--- src/design/vsis_pkg.sv ---
package vsis_pkg;

    // Register byte offsets on the APB bus.
    localparam logic [7:0] VSIS_CTRL_OFS = 8'h00;
    localparam logic [7:0] VSIS_STATUS_OFS = 8'h04;

    // Control register fields.
    localparam int VSIS_CTRL_FIELD_LOCK_BIT = 0;
    localparam int VSIS_CTRL_LINE_LOCK_BIT = 1;
    localparam logic [1:0] VSIS_CTRL_RST = 2'h0;

    // Status register fields.
    localparam int VSIS_STAT_DRIVE_BIT = 0;
    localparam int VSIS_STAT_MODE_LSB = 1;
    localparam int VSIS_STAT_VLOCK_BIT = 4;
    localparam int VSIS_STAT_HLOCK_BIT = 5;
    localparam int VSIS_STAT_STRAP_BIT = 6;

    // Values after reset.
    localparam logic [2:0] VSIS_HOST_MODE_RST = 3'h0;
    localparam logic [1:0] VSIS_SYNC_RST = 2'h0;
    localparam logic [31:0] VSIS_PRDATA_RST = 32'h0000_0000;

    typedef struct packed {
        logic activeVideo;
        logic hsync;
        logic vsync;
        logic fieldOdd;
        logic verticalLocked;
        logic lineNoninverted;
        logic horizontalLocked;
        logic [9:0] luma;
        logic [9:0] chroma;
    } vsis_video_t;

    typedef struct packed {
        logic [1:0] syncAv;
        logic [1:0] syncFld;
        logic [1:0] syncLine;
        logic [1:0] syncLock;
        logic [1:0] syncRst;
        logic strapPhase;
        logic driveEn;
        logic [2:0] hostMode;
        logic [1:0] ctrl;
        vsis_video_t vidOut;
        logic fieldOut;
        logic lineOut;
        logic lockCtrlOut;
        logic resetOut;
        logic [31:0] prdata;
        logic pslverr;
    } vsis_state_t;

endpackage

--- src/design/vsis_sync_indicator.sv ---
`timescale 1ns/1ps

module vsis_sync_indicator
(
    input wire logic clk_sys,
    input wire logic rst,
    input wire logic psel,
    input wire logic penable,
    input wire logic pwrite,
    input wire logic [7:0] paddr,
    input wire logic [31:0] pwdata,
    output logic [31:0] prdata,
    output logic pready,
    output logic pslverr,
    input wire vsis_pkg::vsis_video_t vidIn,
    input wire logic lockControlIn,
    input wire logic resetInN,
    output logic resetOutN,
    input wire logic activeVideoFlagIn,
    output logic activeVideoFlagOut,
    output logic activeVideoFlagOe,
    input wire logic fieldFlagIn,
    output logic fieldFlagOut,
    output logic fieldFlagOe,
    input wire logic linePhaseFlagIn,
    output logic linePhaseFlagOut,
    output logic linePhaseFlagOe,
    input wire logic lockControlOutIn,
    output logic lockControlOutOut,
    output logic lockControlOutOe,
    output logic horizontalSyncOut,
    output logic horizontalSyncOe,
    output logic verticalSyncOut,
    output logic verticalSyncOe,
    output logic [9:0] lumaBusOut,
    output logic lumaBusOe,
    output logic [9:0] chromaBusOut,
    output logic chromaBusOe,
    output logic [2:0] hostMode
);
    import vsis_pkg::*;

    vsis_state_t s_reg;
    vsis_state_t s_next;
    logic setup;
    logic access;
    logic mapped;
    logic videoDrive;
    logic [31:0] statusWord;

    assign setup = psel && !penable;
    assign access = psel && penable;
    assign mapped = (paddr == VSIS_CTRL_OFS) || (paddr == VSIS_STATUS_OFS);
    // Video pins are driven only after reset and only if the strap asked for it.
    assign videoDrive = s_reg.driveEn && !s_reg.strapPhase;

    always_comb
    begin
        statusWord = 32'h0000_0000;
        statusWord[VSIS_STAT_DRIVE_BIT] = s_reg.driveEn;
        statusWord[VSIS_STAT_MODE_LSB +: 3] = s_reg.hostMode;
        statusWord[VSIS_STAT_VLOCK_BIT] = vidIn.verticalLocked;
        statusWord[VSIS_STAT_HLOCK_BIT] = vidIn.horizontalLocked;
        statusWord[VSIS_STAT_STRAP_BIT] = s_reg.strapPhase;
    end

    always_comb
    begin
        s_next = s_reg;
        s_next.syncAv = {s_reg.syncAv[0], activeVideoFlagIn};
        s_next.syncFld = {s_reg.syncFld[0], fieldFlagIn};
        s_next.syncLine = {s_reg.syncLine[0], linePhaseFlagIn};
        s_next.syncLock = {s_reg.syncLock[0], lockControlOutIn};
        s_next.syncRst = {s_reg.syncRst[0], resetInN};
        s_next.resetOut = s_reg.syncRst[1];
        s_next.strapPhase = !s_reg.syncRst[1];
        if (s_reg.strapPhase)
        begin
            // Straps are re-sampled every cycle of reset; the last sample is kept.
            s_next.driveEn = s_reg.syncAv[1];
            s_next.hostMode = {s_reg.syncFld[1], s_reg.syncLine[1], s_reg.syncLock[1]};
        end
        s_next.vidOut = vidIn;
        if (s_reg.ctrl[VSIS_CTRL_FIELD_LOCK_BIT])
        begin
            s_next.fieldOut = vidIn.verticalLocked;
        end
        else
        begin
            s_next.fieldOut = vidIn.fieldOdd;
        end
        if (s_reg.ctrl[VSIS_CTRL_LINE_LOCK_BIT])
        begin
            s_next.lineOut = vidIn.horizontalLocked;
        end
        else
        begin
            s_next.lineOut = vidIn.lineNoninverted;
        end
        s_next.lockCtrlOut = lockControlIn;
        if (setup)
        begin
            s_next.pslverr = !mapped;
            if (paddr == VSIS_CTRL_OFS)
            begin
                s_next.prdata = {30'h0000_0000, s_reg.ctrl};
            end
            else if (paddr == VSIS_STATUS_OFS)
            begin
                s_next.prdata = statusWord;
            end
            else
            begin
                s_next.prdata = 32'h0000_0000;
            end
        end
        if (access && pwrite && paddr == VSIS_CTRL_OFS)
        begin
            s_next.ctrl = pwdata[1:0];
        end
    end

    always_ff @(posedge clk_sys or posedge rst)
    begin
        if (rst)
        begin
            s_reg.syncAv <= VSIS_SYNC_RST;
            s_reg.syncFld <= VSIS_SYNC_RST;
            s_reg.syncLine <= VSIS_SYNC_RST;
            s_reg.syncLock <= VSIS_SYNC_RST;
            s_reg.syncRst <= VSIS_SYNC_RST;
            s_reg.strapPhase <= 1'b1;
            s_reg.driveEn <= 1'b0;
            s_reg.hostMode <= VSIS_HOST_MODE_RST;
            s_reg.ctrl <= VSIS_CTRL_RST;
            s_reg.vidOut <= '0;
            s_reg.fieldOut <= 1'b0;
            s_reg.lineOut <= 1'b0;
            s_reg.lockCtrlOut <= 1'b0;
            s_reg.resetOut <= 1'b0;
            s_reg.prdata <= VSIS_PRDATA_RST;
            s_reg.pslverr <= 1'b0;
        end
        else
        begin
            s_reg <= s_next;
        end
    end

    assign pready = access;
    assign pslverr = access && s_reg.pslverr;
    assign prdata = s_reg.prdata;
    assign resetOutN = s_reg.resetOut;
    assign hostMode = s_reg.hostMode;

    assign activeVideoFlagOut = s_reg.vidOut.activeVideo;
    assign activeVideoFlagOe = videoDrive;
    assign fieldFlagOut = s_reg.fieldOut;
    assign fieldFlagOe = videoDrive;
    assign linePhaseFlagOut = s_reg.lineOut;
    assign linePhaseFlagOe = videoDrive;
    // The lock-control strap always returns to being driven once reset ends.
    assign lockControlOutOut = s_reg.lockCtrlOut;
    assign lockControlOutOe = !s_reg.strapPhase;
    assign horizontalSyncOut = s_reg.vidOut.hsync;
    assign horizontalSyncOe = videoDrive;
    assign verticalSyncOut = s_reg.vidOut.vsync;
    assign verticalSyncOe = videoDrive;
    assign lumaBusOut = s_reg.vidOut.luma;
    assign lumaBusOe = videoDrive;
    assign chromaBusOut = s_reg.vidOut.chroma;
    assign chromaBusOe = videoDrive;
endmodule

--- config.mk ---
export PLATFORM = sky130hd
export DESIGN_NAME = vsis_sync_indicator
export DESIGN_NICKNAME = d
export VERILOG_FILES = /design/src/design/vsis_pkg.sv /design/src/design/vsis_sync_indicator.sv
export SDC_FILE = /design/constraint.sdc
export NUM_CORES = 1
export LEC_CHECK = 0
export BUFFER_PORTS_ARGS = -buffer_cell sky130_fd_sc_hd__buf_2
export CORE_MARGIN = 5
export CORE_UTILIZATION = 43
export DETAILED_ROUTE_END_ITERATION = 12
export GPL_TIMING_DRIVEN = 0
export PLACE_DENSITY = 0.85
export SLEW_MARGIN = 20
export SYNTH_ARGS = -nofsm -noshare
export SYNTH_HDL_FRONTEND = slang
export SYNTH_SLANG_ARGS = --single-unit
--- constraint.sdc ---
create_clock -name clk_sys -period 4.8 [get_ports clk_sys]
set_input_delay 0.96 -clock clk_sys [delete_from_list [all_inputs] [get_ports clk_sys]]
set_output_delay 0.96 -clock clk_sys [all_outputs]
set_load 0.1 [all_outputs]
After elaboration in Yosys (flattened, before gate mapping)
Index checks and enable logic that the tools add are counted.
- register bits: 77
- bits of input ports: 78
- output and inout bits: 72
- reductions and logical operators: 12
- multiplexer cells: 4
- equal/unequal tests: 1
- operators with widths (cell ; count):
    $mux 7 ; 2
    $eq 8x3->1 const B ; 1
    $logic_not 8->1 ; 1
    $logic_and 1x1->1 ; 6
    $logic_not 1->1 ; 4
    $mux 1 ; 2
    $logic_or 1x1->1 ; 1

Longest topological paths before layout
Gate-level depths: netlist (run 1).
- word-level depth: 3
- mapped depth: 4
- depth with buffers taken out: 3

Worst setup path after synthesis (run 1)
OpenSTA, ideal clock, no wires.
- path type: register to output
- start point: register s_reg[70] (netlist name)
- end point: output chromaBusOe
- arrival time: 2.466 ns
- cell stages (with the launch flop): 3
- data required time: 3.840 ns
- path buffers: 1
- setup slack: 1.374 ns
- cells stage by stage: dfstp_2 nor2b_1 buf_4
- cells in the longest elaborated chain, start to end: 2
- RTL lines (what ; RTL line ; text):
    start: declaration ; vsis_sync_indicator.sv:43 ; vsis_state_t s_reg;
    start signal: assignment ; vsis_sync_indicator.sv:146 ; s_reg <= s_next;
    $logic_not 1->1 ; vsis_sync_indicator.sv:55 ; assign videoDrive = s_reg.driveEn && !s_reg.strapPhase;
    $logic_and 1x1->1 ; vsis_sync_indicator.sv:55 ;
    end: declaration ; vsis_sync_indicator.sv:38 ; output logic chromaBusOe,
Every way passes these cells.

Worst setup path after layout (run 1)
- start point: register s_reg[70] (netlist name)
- end point: output horizontalSyncOe
- cells in the longest elaborated chain, start to end: 2
- RTL lines (what ; RTL line ; text):
    $logic_not 1->1 ; vsis_sync_indicator.sv:55 ;
    $logic_and 1x1->1 ; vsis_sync_indicator.sv:55 ;
    end: declaration ; vsis_sync_indicator.sv:32 ; output logic horizontalSyncOe,
Every way passes these cells.

==> results.md, run 1 <==
* Area of the die at 6300 um2
* Initial antenna violation count at 0
* Critical path endpoint category: primary output
* CP cell instances: nor2b_1 > buf_4 > buf_2
* Async SR Flop Fraction at 100%
* Via count at 1317
* Row count at 25
* Crit-path max FO at 8
* Worst R2R Setup Slack at 3.75 ns
* First-pass GRT wire length at 6230 um
* Syn_area_per_cell at 13.0 um2
* Final worst setup slack at 2.17 ns
* Worst Hold End: s_reg[80]$_DFF_PP0_
* Number of synthesized register bits at 52
* CTS Sinks at 52
* Leakage at 1.58 nW
* Fin. Hold Viols at 0
* GP Congestion at 0.692
* Worst slew pin tran at 0.677 ns
* PD cells at 366 nW/um2
* Post-CTS setup buffer count at 0
* Post-cts resize count at 0
* RSZ-0062 raised after global routing: no
* Wire per inst at 11.3 um
* CTS H-tree lvls at 2
* R2r endpoint: hostMode[0]$_DFFE_PP0P_
* Routed WL at 3830 um
* EDFF count, synth at 0
* Crit path largest cell delay at 0.42 ns
* Register area share after synthesis at 62.9%
* Final min period at 2.63 ns
* Vias in the first global route at 1385
* Clock transition at the registers of the reported paths at 0.08 ns
* Setup Viol. Count Final at 0
* M3 GR Usage at 3.05%
* Hold path cells at 0
* Final core utilization at 59.7%
* Residual DRC at 0
* Gr usage total at 12.8%
* CTS tree: built
* RR Startpoint: s_reg[70]$_DFF_PP1_
* Yosys top cell by area: dfrtp_1
* Post-Syn Area at 2070 um2
* Ant diodes at 0
* Buf/Inv on CP at 2
* Die Ht at 79.4 um
* 1st-pass router iterations at 4
* Initial core utilization at 44.1%
* Req. time, crit path at 3.84 ns
* M1 GR Usage at 13.5%
* Total congestion overflow at 0
* Reg2reg path depth at 1
* Ys flop type: dfrtp_1
* Root buf cell: clkbuf_8
* I/O pins at 150
* Status: finished, final reports clean
* TritonCTS Buffers at 5
* Critical path class: flop to primary output
* MaxCap Viol Count at 0
* Die W at 79.4 um
* Share of layout cells above drive strength 1 at 60.4%
* Unique cell type count in the Yosys netlist at 23
* YS warnings at 0
* Hold buffers post-CTS at 0
* Top Usage Layer GRT: met2
* DP HPWL at 3220 um
* Slew Viols, Final at 0
* GR Layer Usage met2 at 24.5%
* Min-Delay Path Class: flop to flop
* Worst path slowest cell: buf_2
* Post-layout nets at 363
* Relative slew slack at 54.8%
* Post-synthesis cell count at 159
* Max VDD drop at 0.244 mV
* Total power at 1.03 mW
* Worst-Skew Late Latency at 0.29 ns
* Largest net degree at the start of global routing at 33
* Core area at 4690 um2
* Fin crit share at 54.7%
* Top Family by Delay on Critical Path: buffers and inverters
* DR vias/cell at 3.88
* Hold path startpoint: s_next[80]$_DFF_PP0_
* Clock skew at 0.00546 ns
* Area contributors post-synth: dfrtp_1 (62%), buf_4 (22%), mux2_2 (2.7%)
* Critical path launch point type: flop
* Port Buffer Count at 94
* Count leader, synth: buf_4
* Setup TNS at 0 ns
* Setup Slack @ Placement at 2.19 ns
* Antenna Violating Nets Remaining at 0
* Max frequency at 0.381 GHz
* Top-area cell type share of the netlist area at 61.7%
* Synthesis-to-layout area growth at 35.4%
* Clock Path Buffers at 2
* Top post-synthesis cells by count: buf_4 (61), dfrtp_1 (51), nand2_1 (12)
* Worst Path Arrival at 1.67 ns
* 1st-iter DRT viols at 40
## per-stage QoR
stage / cell area [um2] / hold slack, ns / std cells
6_report: 2800 / 0.353 / 339
5_1_grt: 2800 / 0.362 / 339
4_1_cts: 2800 / 0.354 / 339
3_5_place_dp: 2730 / 0.335 / 332
3_3_place_gp: 2700 / 0.333 / 331
2_1_floorplan: 2160 / 0.331 / 183
## metal layers
| metal | vias to the layer above | wire [um] | share of wire, % |
|---|---|---|---|
| met5 | - | 0 | 0 |
| met4 | 0 | 19 | 0.50 |
| met3 | 4 | 223 | 5.8 |
| met2 | 45 | 2240 | 58 |
| met1 | 599 | 1350 | 35 |
| li1 | 669 | - | - |
## power by group
group	switching (mW)	leakage, nW	internal (mW)
combinational	0.268	0.917	0.0662
sequential	0.00760	0.623	0.458
clock	0.126	0.0410	0.0994
## worst max-delay path by stage
stage	startpoint	depth (start not counted)	to	slack [ns]
detailed placement	penable	3	pready	2.19
global route	s_reg[70]$_DFF_PP1_	3	chromaBusOe	2.03
finish	s_reg[70]$_DFF_PP1_	3	horizontalSyncOe	2.17
global placement	rst	2	s_reg[0]$_DFFE_PP0P_	2.04
CTS	s_reg[70]$_DFF_PP1_	3	horizontalSyncOe	2.13
floorplan	s_reg[70]$_DFF_PP1_	2	chromaBusOe	1.37
## logic make-up (layout without fill, tap and decap cells)
family          count (synthesis)  in the layout  share of synthesized area, %
buf+inv                        65            167                          22.9
flops                          52             52                          62.9
simple gates                   23             23                          6.53
compound gates                  9              9                          2.72
mux                             9              9                          4.78
other cells                     1             25                         0.181
## area by class of cell
type | count | area (um2)
Timing Repair Buffer | 95 | 498
Clock inverter | 1 | 5.00
Fill cell | 405 | 1890
Tap cell | 54 | 67.6
Buffer | 62 | 462
Sequential cell | 52 | 1300
Clock buffer | 6 | 72.6
Inverter | 3 | 11.3
Multi-Input combinational cell | 66 | 384
## cells in the final DEF (no fill, tap or decap), types with 2 or more instances in the layout
cell type	n
inv_1	2
o31ai_1	3
nand2_1	12
mux2_2	5
buf_4	61
conb_1	25
o21ai_0	4
clkbuf_1	2
clkbuf_8	5
nor2b_1	3
mux2_1	2
dfrtp_1	51
buf_2	94
mux2i_1	2
No activity file was read; power rests on OpenSTA's default activity.
==> run 2, diff against run 1 <==
CORE_UTILIZATION = 36   (was 43)
PLACE_DENSITY = 0.76   (was 0.85)
clock period = 2.4 ns   (was 4.8 ns; I/O delays follow)
==> run 2 against run 1 <==
Net effect:
- non-clock buffer count did not move
- hold slack got worse by 0.20 ns
- sequential power grew 100%
- clock skew is 0.0020 ns lower
- largest power group unchanged
- wire length grew 5.1%
- combinational power up 100%
- via count increased by 2.0%
- global-route usage fell by 1.4 points
==> results.md, run 2 (synthesized netlist as in run 1, its figures left out) <==
* Status: finished, final reports clean (unchanged)
* Core area at 5540 um2 (was 4690 um2)
* Req. time, crit path at 1.92 ns (was 3.84 ns)
* GP Congestion at 0.708 (was 0.692)
* Clock network fraction of design power at 23.6% (was 22.0%)
* Most frequent cells in the layout: buf_2 (94), buf_4 (61), dfrtp_1 (51), conb_1 (25), nand2_1 (12) (unchanged)
* Setup TNS at 0 ns (unchanged)
* Vias in the first global route at 1391 (was 1385)
* PD cells at 738 nW/um2 (was 366 nW/um2)
* Worst Path Arrival at 1.56 ns (was 1.67 ns)
* Share of layout cells above drive strength 1 at 60.8% (was 60.4%)
* Initial core utilization at 37.4% (was 44.1%)
* Critical path launch point type: flop (unchanged)
* Row count at 27 (was 25)
* Largest net degree at the start of global routing at 37 (was 33)
* RSZ-0062 raised after global routing: no (unchanged)
* Gr usage total at 11.3% (was 12.8%)
* 1st-pass router iterations at 3 (was 4)
* Worst-Skew Late Latency at 0.29 ns (about the same)
* DP HPWL at 3430 um (was 3220 um)
* CP cell instances: nor2b_2 > buf_4 > buf_2 (was nor2b_1 > buf_4 > buf_2)
* CTS tree: built (unchanged)
* Routed WL at 4030 um (was 3830 um)
* Via count at 1343 (was 1317)
* CTS Sinks at 52 (unchanged)
* RR Startpoint: s_reg[70]$_DFF_PP1_ (unchanged)
* TritonCTS Buffers at 5 (unchanged)
* Setup Viol. Count Final at 0 (unchanged)
* Clock Path Buffers at 2 (unchanged)
* Slew Viols, Final at 0 (unchanged)
* R2r endpoint: hostMode[0]$_DFFE_PP0P_ (unchanged)
* DR vias/cell at 3.75 (was 3.88)
* MaxCap Viol Count at 0 (unchanged)
* Antenna Violating Nets Remaining at 0 (unchanged)
* I/O pins at 150 (unchanged)
* Post-layout nets at 363 (unchanged)
* Post-cts resize count at 0 (unchanged)
* 1st-iter DRT viols at 24 (was 40)
* Sw Share at 38.8% (was 39.2%)
* Hold buffers post-CTS at 0 (unchanged)
* Post-CTS setup buffer count at 0 (unchanged)
* Initial antenna violation count at 0 (unchanged)
* Die W at 85.8 um (was 79.4 um)
* Fin crit share at 85.0%
* Crit path largest cell delay at 0.42 ns (about the same)
* Final min period at 2.04 ns
* Synthesis-to-layout area growth at 37.1% (was 35.4%)
* Root buf cell: clkbuf_8 (unchanged)
* CTS H-tree lvls at 2 (unchanged)
* Int Power at 1.28 mW (was 0.623 mW)
* First-pass GRT wire length at 6600 um (was 6230 um)
* Critical path class: flop to primary output (unchanged)
* Wire per inst at 11.3 um (about the same)
* Max frequency at 0.490 GHz
* Worst R2R Setup Slack at 1.33 ns (was 3.75 ns)
* Residual DRC at 0 (unchanged)
* NetSw at 0.812 mW (was 0.402 mW)
* Crit path launch: s_reg[70]$_DFF_PP1_ (unchanged)
* Port Buffer Count at 94 (unchanged)
* Ant diodes at 0 (unchanged)
* Reg2reg path depth at 1 (unchanged)
* Fillers at 521 (was 405)
* Worst path slowest cell: dfstp_2 (was buf_2)
* Area of the die at 7370 um2 (was 6300 um2)
* Final core utilization at 51.2% (was 59.7%)
* Clock transition at the registers of the reported paths at 0.09 ns (was 0.08 ns)
* Fin. Hold Viols at 0 (unchanged)
* Die Ht at 85.8 um (was 79.4 um)
* Clock skew at 0.00345 ns (was 0.00546 ns)
* Leakage at 1.58 nW (about the same)
* Critical path endpoint category: primary output (unchanged)
* Commonest non-fill, non-tap cell in the layout: buf_2 (unchanged)
* Crit-path max FO at 8 (unchanged)
* Power share of the combinational group at 31.9% (was 32.6%)
* Sequential Power Share at 44.5% (was 45.4%)
* Total congestion overflow at 0 (unchanged)
* Min-Delay Path Class: primary input to asynchronous set/reset pin (was flop to flop)
* Max VDD drop at 0.390 mV (was 0.244 mV)
run 2: critical path: cells and delay by family (launching register included):
kind	cells	cell delay [ns]
buffers and inverters	2	0.57
flip-flops	1	0.42
AND/OR/NAND/NOR	1	0.28
run 2: layer usage:
metal,GRT usage [%],share of wire [%],up-vias
met5,0,0,-
met3,4.42,9.6,10
li1,-,-,669
met1,12.3,34,609
met4,3.74,2.0,0
met2,20.2,54,55
run 2: layout make-up:
class | instances | area (um2) | share of cell area (%)
buffer | 62 | 462 | 16.3
clock buffer | 7 | 86.3 | 3.04
clock inverter | 1 | 7.51 | 0.265
inverter | 3 | 11.3 | 0.397
multi-input combinational | 66 | 387 | 13.6
sequential | 52 | 1300 | 45.9
tap | 72 | 90.1 | 3.18
timing repair buffer | 95 | 490 | 17.3
run 2: per-stage QoR:
step / instance area [um2] / cells / power, mW / hold WS, ns / setup slack, ns
2_1_floorplan: 2160 / 183 / 1.52 / 0.331 / 0.147
3_3_place_gp: 2720 / 349 / 1.61 / 0.333 / 0.110
3_5_place_dp: 2740 / 350 / 1.62 / 0.336 / 0.665
4_1_cts: 2840 / 358 / 2.12 / 0.153 / 0.327
5_1_grt: 2840 / 358 / 2.19 / 0.163 / 0.221
6_report: 2840 / 358 / 2.09 / 0.154 / 0.360
run 2: how the worst max path moves through the flow:
stage,end,slack [ns],cells past startpoint
6_report,linePhaseFlagOe,0.36,3
2_1_floorplan,chromaBusOe,0.15,2
4_1_cts,linePhaseFlagOe,0.33,3
3_3_place_gp,s_reg[69]$_DFFE_PP0P_,0.11,2
3_5_place_dp,linePhaseFlagOe,0.66,3
5_1_grt,linePhaseFlagOe,0.22,3
run 2: power groups by stage:
stage | clock, mW | sequential, mW | combinational [mW]
finish | 0.494 | 0.931 | 0.668
global route | 0.557 | 0.937 | 0.693
CTS | 0.517 | 0.933 | 0.671
detailed placement | 0 | 0.950 | 0.671
global placement | 0 | 0.948 | 0.661
floorplan | 0 | 0.990 | 0.532
